## src/hdl/icfl_defs.svh

```systemverilog
// register map, field positions, reset values and timing counts of the change-flag block
`ifndef ICFL_DEFS_SVH
`define ICFL_DEFS_SVH

// ****************************************************************
// register word indices (byte address is four times the index)
// ****************************************************************
`define ICFL_IDX_MISC       4'h0
`define ICFL_IDX_FLAGS      4'h1
`define ICFL_IDX_MASK       4'h2
`define ICFL_IDX_VALID      4'h3

// ****************************************************************
// field positions
// ****************************************************************
`define ICFL_BIT_RESYNC     3'd4
`define ICFL_BIT_EDGE       3'd2
`define ICFL_MISC_WMASK     8'h1F

// ****************************************************************
// reset values
// ****************************************************************
`define ICFL_RST_MISC       8'h14
`define ICFL_RST_FLAGS      8'hFF
`define ICFL_RST_MASK       8'h00

// ****************************************************************
// timing
// ****************************************************************
`define ICFL_CLK_HZ         20000000
`define ICFL_PWRUP_SYNC_S   2

`endif

```

## src/hdl/icfl_pkg.sv

```systemverilog
// shared types of the change-flag block
package icfl_pkg;

    typedef struct packed {
        logic       en;
        logic [3:0] idx;
        logic [7:0] data;
    } icfl_regwr_type;

    typedef struct packed {
        logic [1:0]  htrans;
        logic [31:0] haddr;
        logic        hwrite;
        logic [2:0]  hsize;
        logic        hsel;
    } icfl_ahbreq_type;

    typedef enum logic [1:0] {
        ICFL_PH_IDLE,
        ICFL_PH_WRITE,
        ICFL_PH_READ
    } icfl_phase_type;

endpackage : icfl_pkg

```

## src/hdl/icfl_ahb_slave.sv

```systemverilog
// AHB-Lite slave front end of the change-flag block
module icfl_ahb_slave (
    input  wire logic                     clk,
    input  wire logic                     sys_rst,
    input  wire icfl_pkg::icfl_ahbreq_type req,
    input  wire logic                     hready,
    input  wire logic [31:0]              hwdata,
    output logic                          hreadyout,
    output logic                          hresp,
    output logic [31:0]                   hrdata,
    output icfl_pkg::icfl_regwr_type      regWr,
    output logic [3:0]                    rdIdx,
    input  wire logic [7:0]               rdData
);
    import icfl_pkg::*;

    typedef struct packed {
        icfl_phase_type phase;
        logic [3:0]     idx;
        logic           mapped;
        logic           ready;
        logic [31:0]    rdata;
    } icfl_slv_type;

    icfl_slv_type st_q;
    icfl_slv_type st_d;

    // ****************************************************************
    // transfer sequencing
    // ****************************************************************
    // reads take one wait state so a write committing in the same cycle is seen
    always_comb begin
        st_d = st_q;
        case (st_q.phase)
            ICFL_PH_READ: begin
                st_d.rdata = st_q.mapped ? {24'h000000, rdData} : 32'h00000000;
                st_d.ready = 1'b1;
                st_d.phase = ICFL_PH_IDLE;
            end
            ICFL_PH_IDLE, ICFL_PH_WRITE: begin
                st_d.phase = ICFL_PH_IDLE;
                if (req.hsel && req.htrans[1] && hready) begin
                    st_d.idx    = req.haddr[5:2];
                    st_d.mapped = (req.haddr[31:6] == 26'h0000000);
                    if (req.hwrite) begin
                        st_d.phase = ICFL_PH_WRITE;
                    end else begin
                        st_d.phase = ICFL_PH_READ;
                        st_d.ready = 1'b0;
                    end
                end
            end
            default: begin
                st_d.phase = ICFL_PH_IDLE;
                st_d.ready = 1'b1;
            end
        endcase
    end

    always_ff @(posedge clk) begin
        if (sys_rst) begin
            st_q <= '{phase: ICFL_PH_IDLE, idx: 4'h0, mapped: 1'b0, ready: 1'b1,
                      rdata: 32'h00000000};
        end else begin
            st_q <= st_d;
        end
    end

    assign hreadyout  = st_q.ready;
    assign hresp      = 1'b0;
    assign hrdata     = st_q.rdata;
    assign rdIdx      = st_q.idx;
    assign regWr.en   = (st_q.phase == ICFL_PH_WRITE) && st_q.mapped;
    assign regWr.idx  = st_q.idx;
    assign regWr.data = hwdata[7:0];

endmodule : icfl_ahb_slave

```

## src/hdl/icfl_top.sv

```systemverilog
// input change flag latches with divider resync and frame edge controls
// Functional notes
// RL1: with analog resync off the analog divider is aligned only for 2 s after power-up, with it on it stays aligned always.
// RL2: on an 8 kHz current input the lock edge is falling when the edge select is 0 and rising when it is 1.
// RL3: each low flag bit latches to 1 when its reference input changes validity, bit 7 for input eight down to bit 0 for input one.
// RL4: writing 1 to a flag bit clears it to 0, and a 0 means no validity change has been seen.
// RL5: software writes test bits 3, 1 and 0 as zero or leaves them, and unused bit 5 reads as zero.
`include "icfl_defs.svh"

module icfl_top #(
    parameter int unsigned NUM_INPUTS        = 8,
    parameter int unsigned PWRUP_SYNC_CYCLES = `ICFL_PWRUP_SYNC_S * `ICFL_CLK_HZ
) (
    input  wire logic                     clk,
    input  wire logic                     sys_rst,
    input  wire icfl_pkg::icfl_ahbreq_type ahbReq,
    input  wire logic                     hready,
    input  wire logic [31:0]              hwdata,
    output logic                          hreadyout,
    output logic                          hresp,
    output logic [31:0]                   hrdata,
    input  wire logic [NUM_INPUTS-1:0]    refValid,
    input  wire logic                     frameRefClk,
    input  wire logic                     frameRefIs8k,
    output logic                          irq,
    output logic                          analogAlignEn,
    output logic                          frameLockPulse
);
    import icfl_pkg::*;

    localparam int CNT_W = $clog2(PWRUP_SYNC_CYCLES + 1);

    if (NUM_INPUTS != 8) begin : g_chk_inputs
        $error("icfl_top: the flag register holds exactly eight inputs");
    end
    if (PWRUP_SYNC_CYCLES < 1) begin : g_chk_sync
        $error("icfl_top: power-up align window must be at least one cycle");
    end

    typedef struct packed {
        logic [7:0]       validMeta;
        logic [7:0]       validSync;
        logic [7:0]       validPrev;
        logic [2:0]       refPipe;
        logic [2:0]       refFill;
        logic [7:0]       misc;
        logic [7:0]       flags;
        logic [7:0]       mask;
        logic [CNT_W-1:0] upCnt;
        logic             irq;
        logic             align;
        logic             frameLock;
    } icfl_core_type;

    icfl_core_type  st_q;
    icfl_core_type  st_d;
    icfl_regwr_type regWr;
    logic [3:0]     rdIdx;
    logic [7:0]     rdData;
    logic [7:0]     chg;
    logic [7:0]     clrVec;
    logic [7:0]     keepVec;
    logic           refRise;
    logic           refFall;
    logic           upWindow;

    function automatic logic hits(input icfl_regwr_type w, input logic [3:0] idx);
        hits = w.en && (w.idx == idx);
    endfunction : hits

    // ****************************************************************
    // bus front end
    // ****************************************************************
    icfl_ahb_slave u_slave (
        .clk       (clk),
        .sys_rst   (sys_rst),
        .req       (ahbReq),
        .hready    (hready),
        .hwdata    (hwdata),
        .hreadyout (hreadyout),
        .hresp     (hresp),
        .hrdata    (hrdata),
        .regWr     (regWr),
        .rdIdx     (rdIdx),
        .rdData    (rdData)
    );

    // ****************************************************************
    // event and edge detection
    // ****************************************************************
    assign chg      = st_q.validSync ^ st_q.validPrev; // RL3
    assign clrVec   = hits(regWr, `ICFL_IDX_FLAGS) ? regWr.data : 8'h00; // RL4
    assign keepVec  = st_q.flags & ~clrVec;
    // no edge until three real samples are in, else a high pin fakes a rise after reset
    assign refRise  = st_q.refPipe[1] & ~st_q.refPipe[2] & st_q.refFill[2];
    assign refFall  = ~st_q.refPipe[1] & st_q.refPipe[2] & st_q.refFill[2];
    assign upWindow = (st_q.upCnt < CNT_W'(PWRUP_SYNC_CYCLES));

    always_comb begin
        case (rdIdx)
            // bits 7 to 5 are not held here and read as zero
            `ICFL_IDX_MISC:  rdData = st_q.misc & `ICFL_MISC_WMASK; // RL5
            `ICFL_IDX_FLAGS: rdData = st_q.flags;
            `ICFL_IDX_MASK:  rdData = st_q.mask;
            `ICFL_IDX_VALID: rdData = st_q.validSync;
            default:         rdData = 8'h00;
        endcase
    end

    // ****************************************************************
    // next state
    // ****************************************************************
    always_comb begin
        st_d = st_q;
        // first stage feeds only the second stage
        st_d.validMeta = refValid;
        st_d.validSync = st_q.validMeta;
        st_d.validPrev = st_q.validSync;
        st_d.refPipe   = {st_q.refPipe[1:0], frameRefClk};
        st_d.refFill   = {st_q.refFill[1:0], 1'b1};
        if (hits(regWr, `ICFL_IDX_MISC)) begin
            // test bits are stored as written, software keeps them at zero
            st_d.misc = regWr.data & `ICFL_MISC_WMASK;
        end
        if (hits(regWr, `ICFL_IDX_MASK)) begin
            st_d.mask = regWr.data;
        end
        // a change in the clearing cycle wins over the clear
        st_d.flags = keepVec | chg; // RL3 RL4
        st_d.irq   = |(st_d.flags & st_d.mask);
        // counter stops at the window end, so it never wraps back into it
        if (upWindow) begin
            st_d.upCnt = st_q.upCnt + CNT_W'(1);
        end
        st_d.align = st_q.misc[`ICFL_BIT_RESYNC] | upWindow; // RL1
        // mode flag comes from logic on this clock, so it is not synchronised
        st_d.frameLock = frameRefIs8k &
                         (st_q.misc[`ICFL_BIT_EDGE] ? refRise : refFall); // RL2
    end

    always_ff @(posedge clk) begin
        if (sys_rst) begin
            st_q <= '{validMeta: 8'h00, validSync: 8'h00, validPrev: 8'h00,
                      refPipe: 3'b000, refFill: 3'b000, misc: `ICFL_RST_MISC,
                      flags: `ICFL_RST_FLAGS,
                      mask: `ICFL_RST_MASK, upCnt: '0, irq: 1'b0, align: 1'b1,
                      frameLock: 1'b0};
        end else begin
            st_q <= st_d;
        end
    end

    assign irq            = st_q.irq;
    assign analogAlignEn  = st_q.align;
    assign frameLockPulse = st_q.frameLock;
endmodule : icfl_top

```

## config.mk

```make
export PLATFORM = sky130hd
export DESIGN_NAME = icfl_top
export DESIGN_NICKNAME = d
export VERILOG_FILES = /design/src/hdl/icfl_pkg.sv /design/src/hdl/icfl_ahb_slave.sv /design/src/hdl/icfl_top.sv
export VERILOG_INCLUDE_DIRS = /design/src /design/src/hdl
export SDC_FILE = /design/constraint.sdc
export NUM_CORES = 1
export LEC_CHECK = 0
export BUFFER_PORTS_ARGS = -buffer_cell sky130_fd_sc_hd__clkbuf_2
export CAP_MARGIN = 0
export CORE_MARGIN = 2
export CORE_UTILIZATION = 52
export CTS_CLUSTER_SIZE = 24
export DETAILED_ROUTE_END_ITERATION = 10
export PLACE_DENSITY = 0.8
export SYNTH_ARGS = -nofsm -noshare
export SYNTH_HDL_FRONTEND = slang
export SYNTH_SLANG_ARGS = --single-unit
```

## constraint.sdc

```tcl
create_clock -name clk -period 2.5 [get_ports clk]
set_input_delay 0.5 -clock clk [delete_from_list [all_inputs] [get_ports clk]]
set_output_delay 0.5 -clock clk [all_outputs]
set_load 0.01 [all_outputs]
```

## Word level (Yosys, flattened, before mapping)

Cells that the tools add are included.

| word-level totals | value |
|---|---|
| register bits | 120 |
| input port bits | 84 |

| cells by class | value |
|---|---|
| add/sub/neg operators | 1 |
| order comparisons | 1 |
| eq/ne operators | 5 |
| muxes and demuxes | 9 |
| bitwise logic cells | 16 |
| reduce and logical (&&, ||, !) cells | 15 |

Operators by type and width:

| kind | count |
|---|---|
| 54-bit two-way mux | 1 |
| 8-bit one-hot mux with 4 select lines | 1 |
| 26-bit by 1-bit adder with 26-bit output (second input constant) | 1 |
| 26-bit zero test | 1 |
| 26-bit less-than comparator (second input constant) | 1 |
| 26-bit two-way mux | 1 |
| 8-bit two-way mux | 3 |
| 8-bit AND | 2 |
| 4-bit by 2-bit equality test with 1-bit output (second input constant) | 2 |
| 8-bit inverter | 1 |
| 8-bit OR | 1 |
| 8-bit OR reduction | 1 |
| 8-bit bitwise XOR | 1 |
| 1-bit logical AND | 6 |
| 1-bit AND | 5 |
| 5-bit two-way mux | 1 |
| 1-bit inverter | 5 |
| 4-bit by 1-bit equality test with 1-bit output (second input constant) | 1 |
| 4-bit zero test | 1 |
| 2-bit AND reduction | 2 |
| 2-bit OR reduction | 2 |
| 3-bit OR reduction | 1 |
| 2-bit by 1-bit equality test with 1-bit output (second input constant) | 1 |
| 2-bit equality test (second input constant) | 1 |
| 4 further kinds | 4 |

## Logic depth before layout (Yosys ltp)

| logic depth | value |
|---|---|
| word-level depth | 10 |
| depth in mapped cells | 8 |

## By module

From an unflattened synthesis, not the netlist that was laid out.

| unflattened totals | value |
|---|---|
| cells, all modules | 496 |
| area total of the unflattened synthesis | 4479.3 um^2 |

Modules (own cells, without submodules):

| module | instances | cells an instance | area an instance (um^2) | sequential area each (um^2) |
|---|---|---|---|---|
| icfl_top | 1 | 365 | 3445.8 | 1601.5 |
| icfl_ahb_slave | 1 | 131 | 1033.5 | 320.3 |

## Least setup slack after synthesis

OpenSTA, ideal clock, no wires.

| path | value |
|---|---|
| path kind | register to register |
| start | reg st_q[22] (netlist name) |
| end | reg st_q[12] (netlist name) |
| data arrival time | 1.833 ns |
| required time | 2.379 ns |
| setup slack | 0.547 ns |
| stages on the path, launching flop included | 8 |
| path buffers | 2 |
| period minus slack after synthesis | 1.953 ns |
| cell sequence | dfxtp_1 -> nor4_2 -> o2111ai_1 -> buf_4 -> and2_4 -> buf_6 -> nor4_2 -> mux2_2 |

| on the way | value |
|---|---|
| cells in the longest elaborated chain, start to end | 1 |

RTL lines:

| what | RTL line | source |
|---|---|---|
| from (decl) | icfl_top.sv:55 | `icfl_core_type st_q;` |
| from (signal assigned) | icfl_top.sv:143 | `st_q <= '{validMeta: 8'h00, validSync: 8'h00, validPrev: 8'h00,` |
| from (signal assigned) | icfl_top.sv:149 | `st_q <= st_d;` |
| 26-bit less-than comparator | icfl_top.sv:97 | `assign upWindow = (st_q.upCnt < CNT_W'(PWRUP_SYNC_CYCLES));` |

Every way passes these cells.
A chain may end at the register's enable or synchronous reset.

## Worst setup path in the final report

| path | value |
|---|---|
| start | reg st_q[22] (netlist name) |
| end | reg st_q[20] (netlist name) |

The elaborated chain is that of the path after synthesis.

==> impl_metrics.env <==
export IMPL_path_cells="nor4_2 > o2111ai_1 > buf_4 > a211oi_1 > a21oi_1 > a31o_2"
export IMPL_io_buffers=65
export IMPL_muxShareOfSynthArea_pct=7.99
export IMPL_synthXorXnorAreaFrac_pct=3.30
export IMPL_rows=32
export IMPL_drc=0
export IMPL_synthTopCellsByArea="dfxtp_1 (45%), buf_4 (6.0%), nor2b_1 (5.2%)"
export IMPL_p_sw_share_pct=25.4
export IMPL_synthesis_area_sq_um=4240
export IMPL_yosysUniqueCellTypes=53
export IMPL_clock_skew_ns=0.00958
export IMPL_synthSimpleGateAreaFrac_pct=21.6
export IMPL_p_leak_nw=1.91
export IMPL_areaGrowthSynthToFinish_pct=10.4
export IMPL_design_die_area_sq_um=8900
export IMPL_combPwrFrac_pct=5.7
export IMPL_rsz0062_at_grt="no"
export IMPL_hold_worst_slack_ns=0.331
export IMPL_synth_compound_area_share_pct=12.1
export IMPL_drv_cap=0
export IMPL_cp_arrival_ns=2.39
export IMPL_tns_ns=0
export IMPL_die_w_um=94.3
export IMPL_stdcell_area_sq_um=4680
export IMPL_peakVddDrop_uv=251
export IMPL_grt_max_degree=49
export IMPL_min_path_type="input port to flip-flop"
export IMPL_nFillCells=685
export IMPL_placed_area_sq_um=4490
export IMPL_synth_top_area_cell="dfxtp_1"
export IMPL_globalRouteOverflowTotal=0
export IMPL_drv_slew=0
export IMPL_clkSinkCount=96
export IMPL_final_util_pct=60.0
export IMPL_routed_via_density=5.49
export IMPL_rr_worst_depth=6
export IMPL_cp_required_ns=2.77
export IMPL_synth_commonest_cells="dfxtp_1 (96), nor2_1 (42), nor2b_1 (35)"
export IMPL_fp_dieH_um=94.3
export IMPL_final_nets=590
export IMPL_cpMaxStageDelayCell="a211oi_1"
export IMPL_endpoint_kind="flip-flop"
export IMPL_antenna_found_initial=0
export IMPL_pin_count=121
export IMPL_register_area_sq_um=1920
export IMPL_worstSkewPairLatency_ns=0.37
export IMPL_start_util_pct=54.3
export IMPL_grt_pass1_vias=3019
export IMPL_place_gp_congestion=0.928
export IMPL_avgSynthCellArea_sq_um=9.37
export IMPL_cts_tree="built"
export IMPL_p_seq_share_pct=58.4
export IMPL_postCtsSetupBuffers=0
export IMPL_path_class="flip-flop to flip-flop"
export IMPL_async_flop_share_pct=0
export IMPL_multi_input_area_sq_um=2020
export IMPL_synth_top_family_by_area="simple AND/OR/NAND/NOR gates"
export IMPL_power_w=0.00269
export IMPL_yosysMostFrequentCell="dfxtp_1"
export IMPL_clk_pin_slew_ns=0.10
export IMPL_p_per_area_nw_per_um2=575
export IMPL_dr_pass1_iters=7
export IMPL_grt_usage_pct=19.7
export IMPL_crit_fanout=6
export IMPL_post_cts_resized=0
export IMPL_clock_fmax_mhz=470
export IMPL_clockBufferDepth=2
export IMPL_cts_buffers=9
export IMPL_synthAdderAreaFrac_pct=0.295
export IMPL_syn_inst=453
export IMPL_ys_warn_count=0
export IMPL_h_tree_depth=3
export IMPL_status="complete, no violations"
export IMPL_intPower_w=0.00201
export IMPL_ys_seq_elements=96
export IMPL_hold_path_cell_count=2
export IMPL_grt_pass1_wl_um=13700
export IMPL_slowest_delay_ns=0.42
export IMPL_hold_violations=0
export IMPL_n_antenna_cell=0
export IMPL_synthFlopType="dfxtp_1"
export IMPL_postRouteAntennaNets=0
export IMPL_vias=3359
export IMPL_dp_hpwl_um=6070
export IMPL_startpoint_type="flip-flop"
export IMPL_slew_headroom_pct=53.8
export IMPL_setup_violations=0
export IMPL_routed_wl_um=8550
export IMPL_yosysSeqAreaShare_pct=45.3
export IMPL_tightest_slew_ns=0.690
export IMPL_fin_crit_ns=2.13
export IMPL_min_period_over_period_pct=85.0
export IMPL_wire_per_inst_um=14.0
export IMPL_core_area_sq_um=7810
export IMPL_drt_iter0_drc=267
export IMPL_cts_root_buf="clkbuf_8"
export IMPL_p_clk_share_pct=35.9
export IMPL_synth_edf_count=0
export IMPL_holdBufCountCts=0
export IMPL_drive_above_1_share_pct=21.6
export IMPL_yosys_area_top_type_share_pct=45.3
export IMPL_power_switching_w=0.000683
-- layout by cell type (no fill, tap or decap), types with 13 or more instances in the layout --
cell | netlist | final
a21oi_1 | 23 | 23
clkbuf_2 | 3 | 65
conb_1 | 1 | 25
dfxtp_1 | 96 | 96
mux2i_1 | 17 | 17
nand2_1 | 26 | 26
nand3_1 | 13 | 13
nor2_1 | 42 | 42
nor2b_1 | 35 | 35
o21ai_0 | 17 | 17
xnor2_1 | 16 | 16
-- critical path: cells and delay by family (launching register included) --
family          cells  cell delay [ns]
compound gates      4             1.06
buf+inv             1             0.25
flops               1             0.36
simple gates        1             0.35
-- flip-flops by register name, summed over array words and instances, names as in the netlist --
signal,count
u_slave.rdIdx,4
irq,1
u_slave.hreadyout,1
st_q,57
st_d,20
analogAlignEn,1
u_slave.st_q,3
u_slave.hrdata,8
frameLockPulse,1
-- final timing paths --
| kind | start | endpoint | slack [ns] |
|---|---|---|---|
| min reg2reg | st_q[55] | frameLockPulse | 0.43 |
| min | refValid[3] | st_d[70] | 0.33 |
| max reg2reg | st_q[22] | st_q[20] | 0.37 |
| max | st_q[22] | st_q[20] | 0.37 |
-- cell families after synthesis --
group | after synthesis
and+or+nand+nor | 168
DFF | 96
AOI/OAI and AO/OA | 77
buffers and inverters | 67
muxes | 27
xor gates and xnor gates | 16
adders and majority gates | 1
other | 1
-- area by class of cell --
type	instances	share of cell area [%]
multi-input combinational	314	43.1
sequential	96	41.0
timing repair buffer	72	8.07
tap	102	2.73
clock buffer	9	2.65
clock inverter	7	1.44
inverter	12	0.962
-- layer usage --
layer / global-route usage (%) / up-vias / wire, um
li1: - / 1634 / -
met1: 25.5 / 1572 / 3680
met2: 31.5 / 140 / 4020
met3: 5.51 / 13 / 685
met4: 7.61 / 0 / 166
met5: 0 / - / 0
-- power groups by stage --
stage	Sequential, W	Clock (W)	Combinational (W)
after floorplan	0.00160	0	0.000120
after global placement	0.00161	0	0.000151
after detailed placement	0.00161	0	0.000154
after CTS	0.00157	0.000984	0.000155
after global routing	0.00158	0.00105	0.000173
final	0.00157	0.000966	0.000154
-- per-stage QoR --
stage	setup slack, ns	cells
floorplan	0.547	477
global placement	0.465	596
detailed placement	0.407	596
CTS	0.383	612
global route	0.255	612
finish	0.374	612
(Power assumes the default switching activity.)
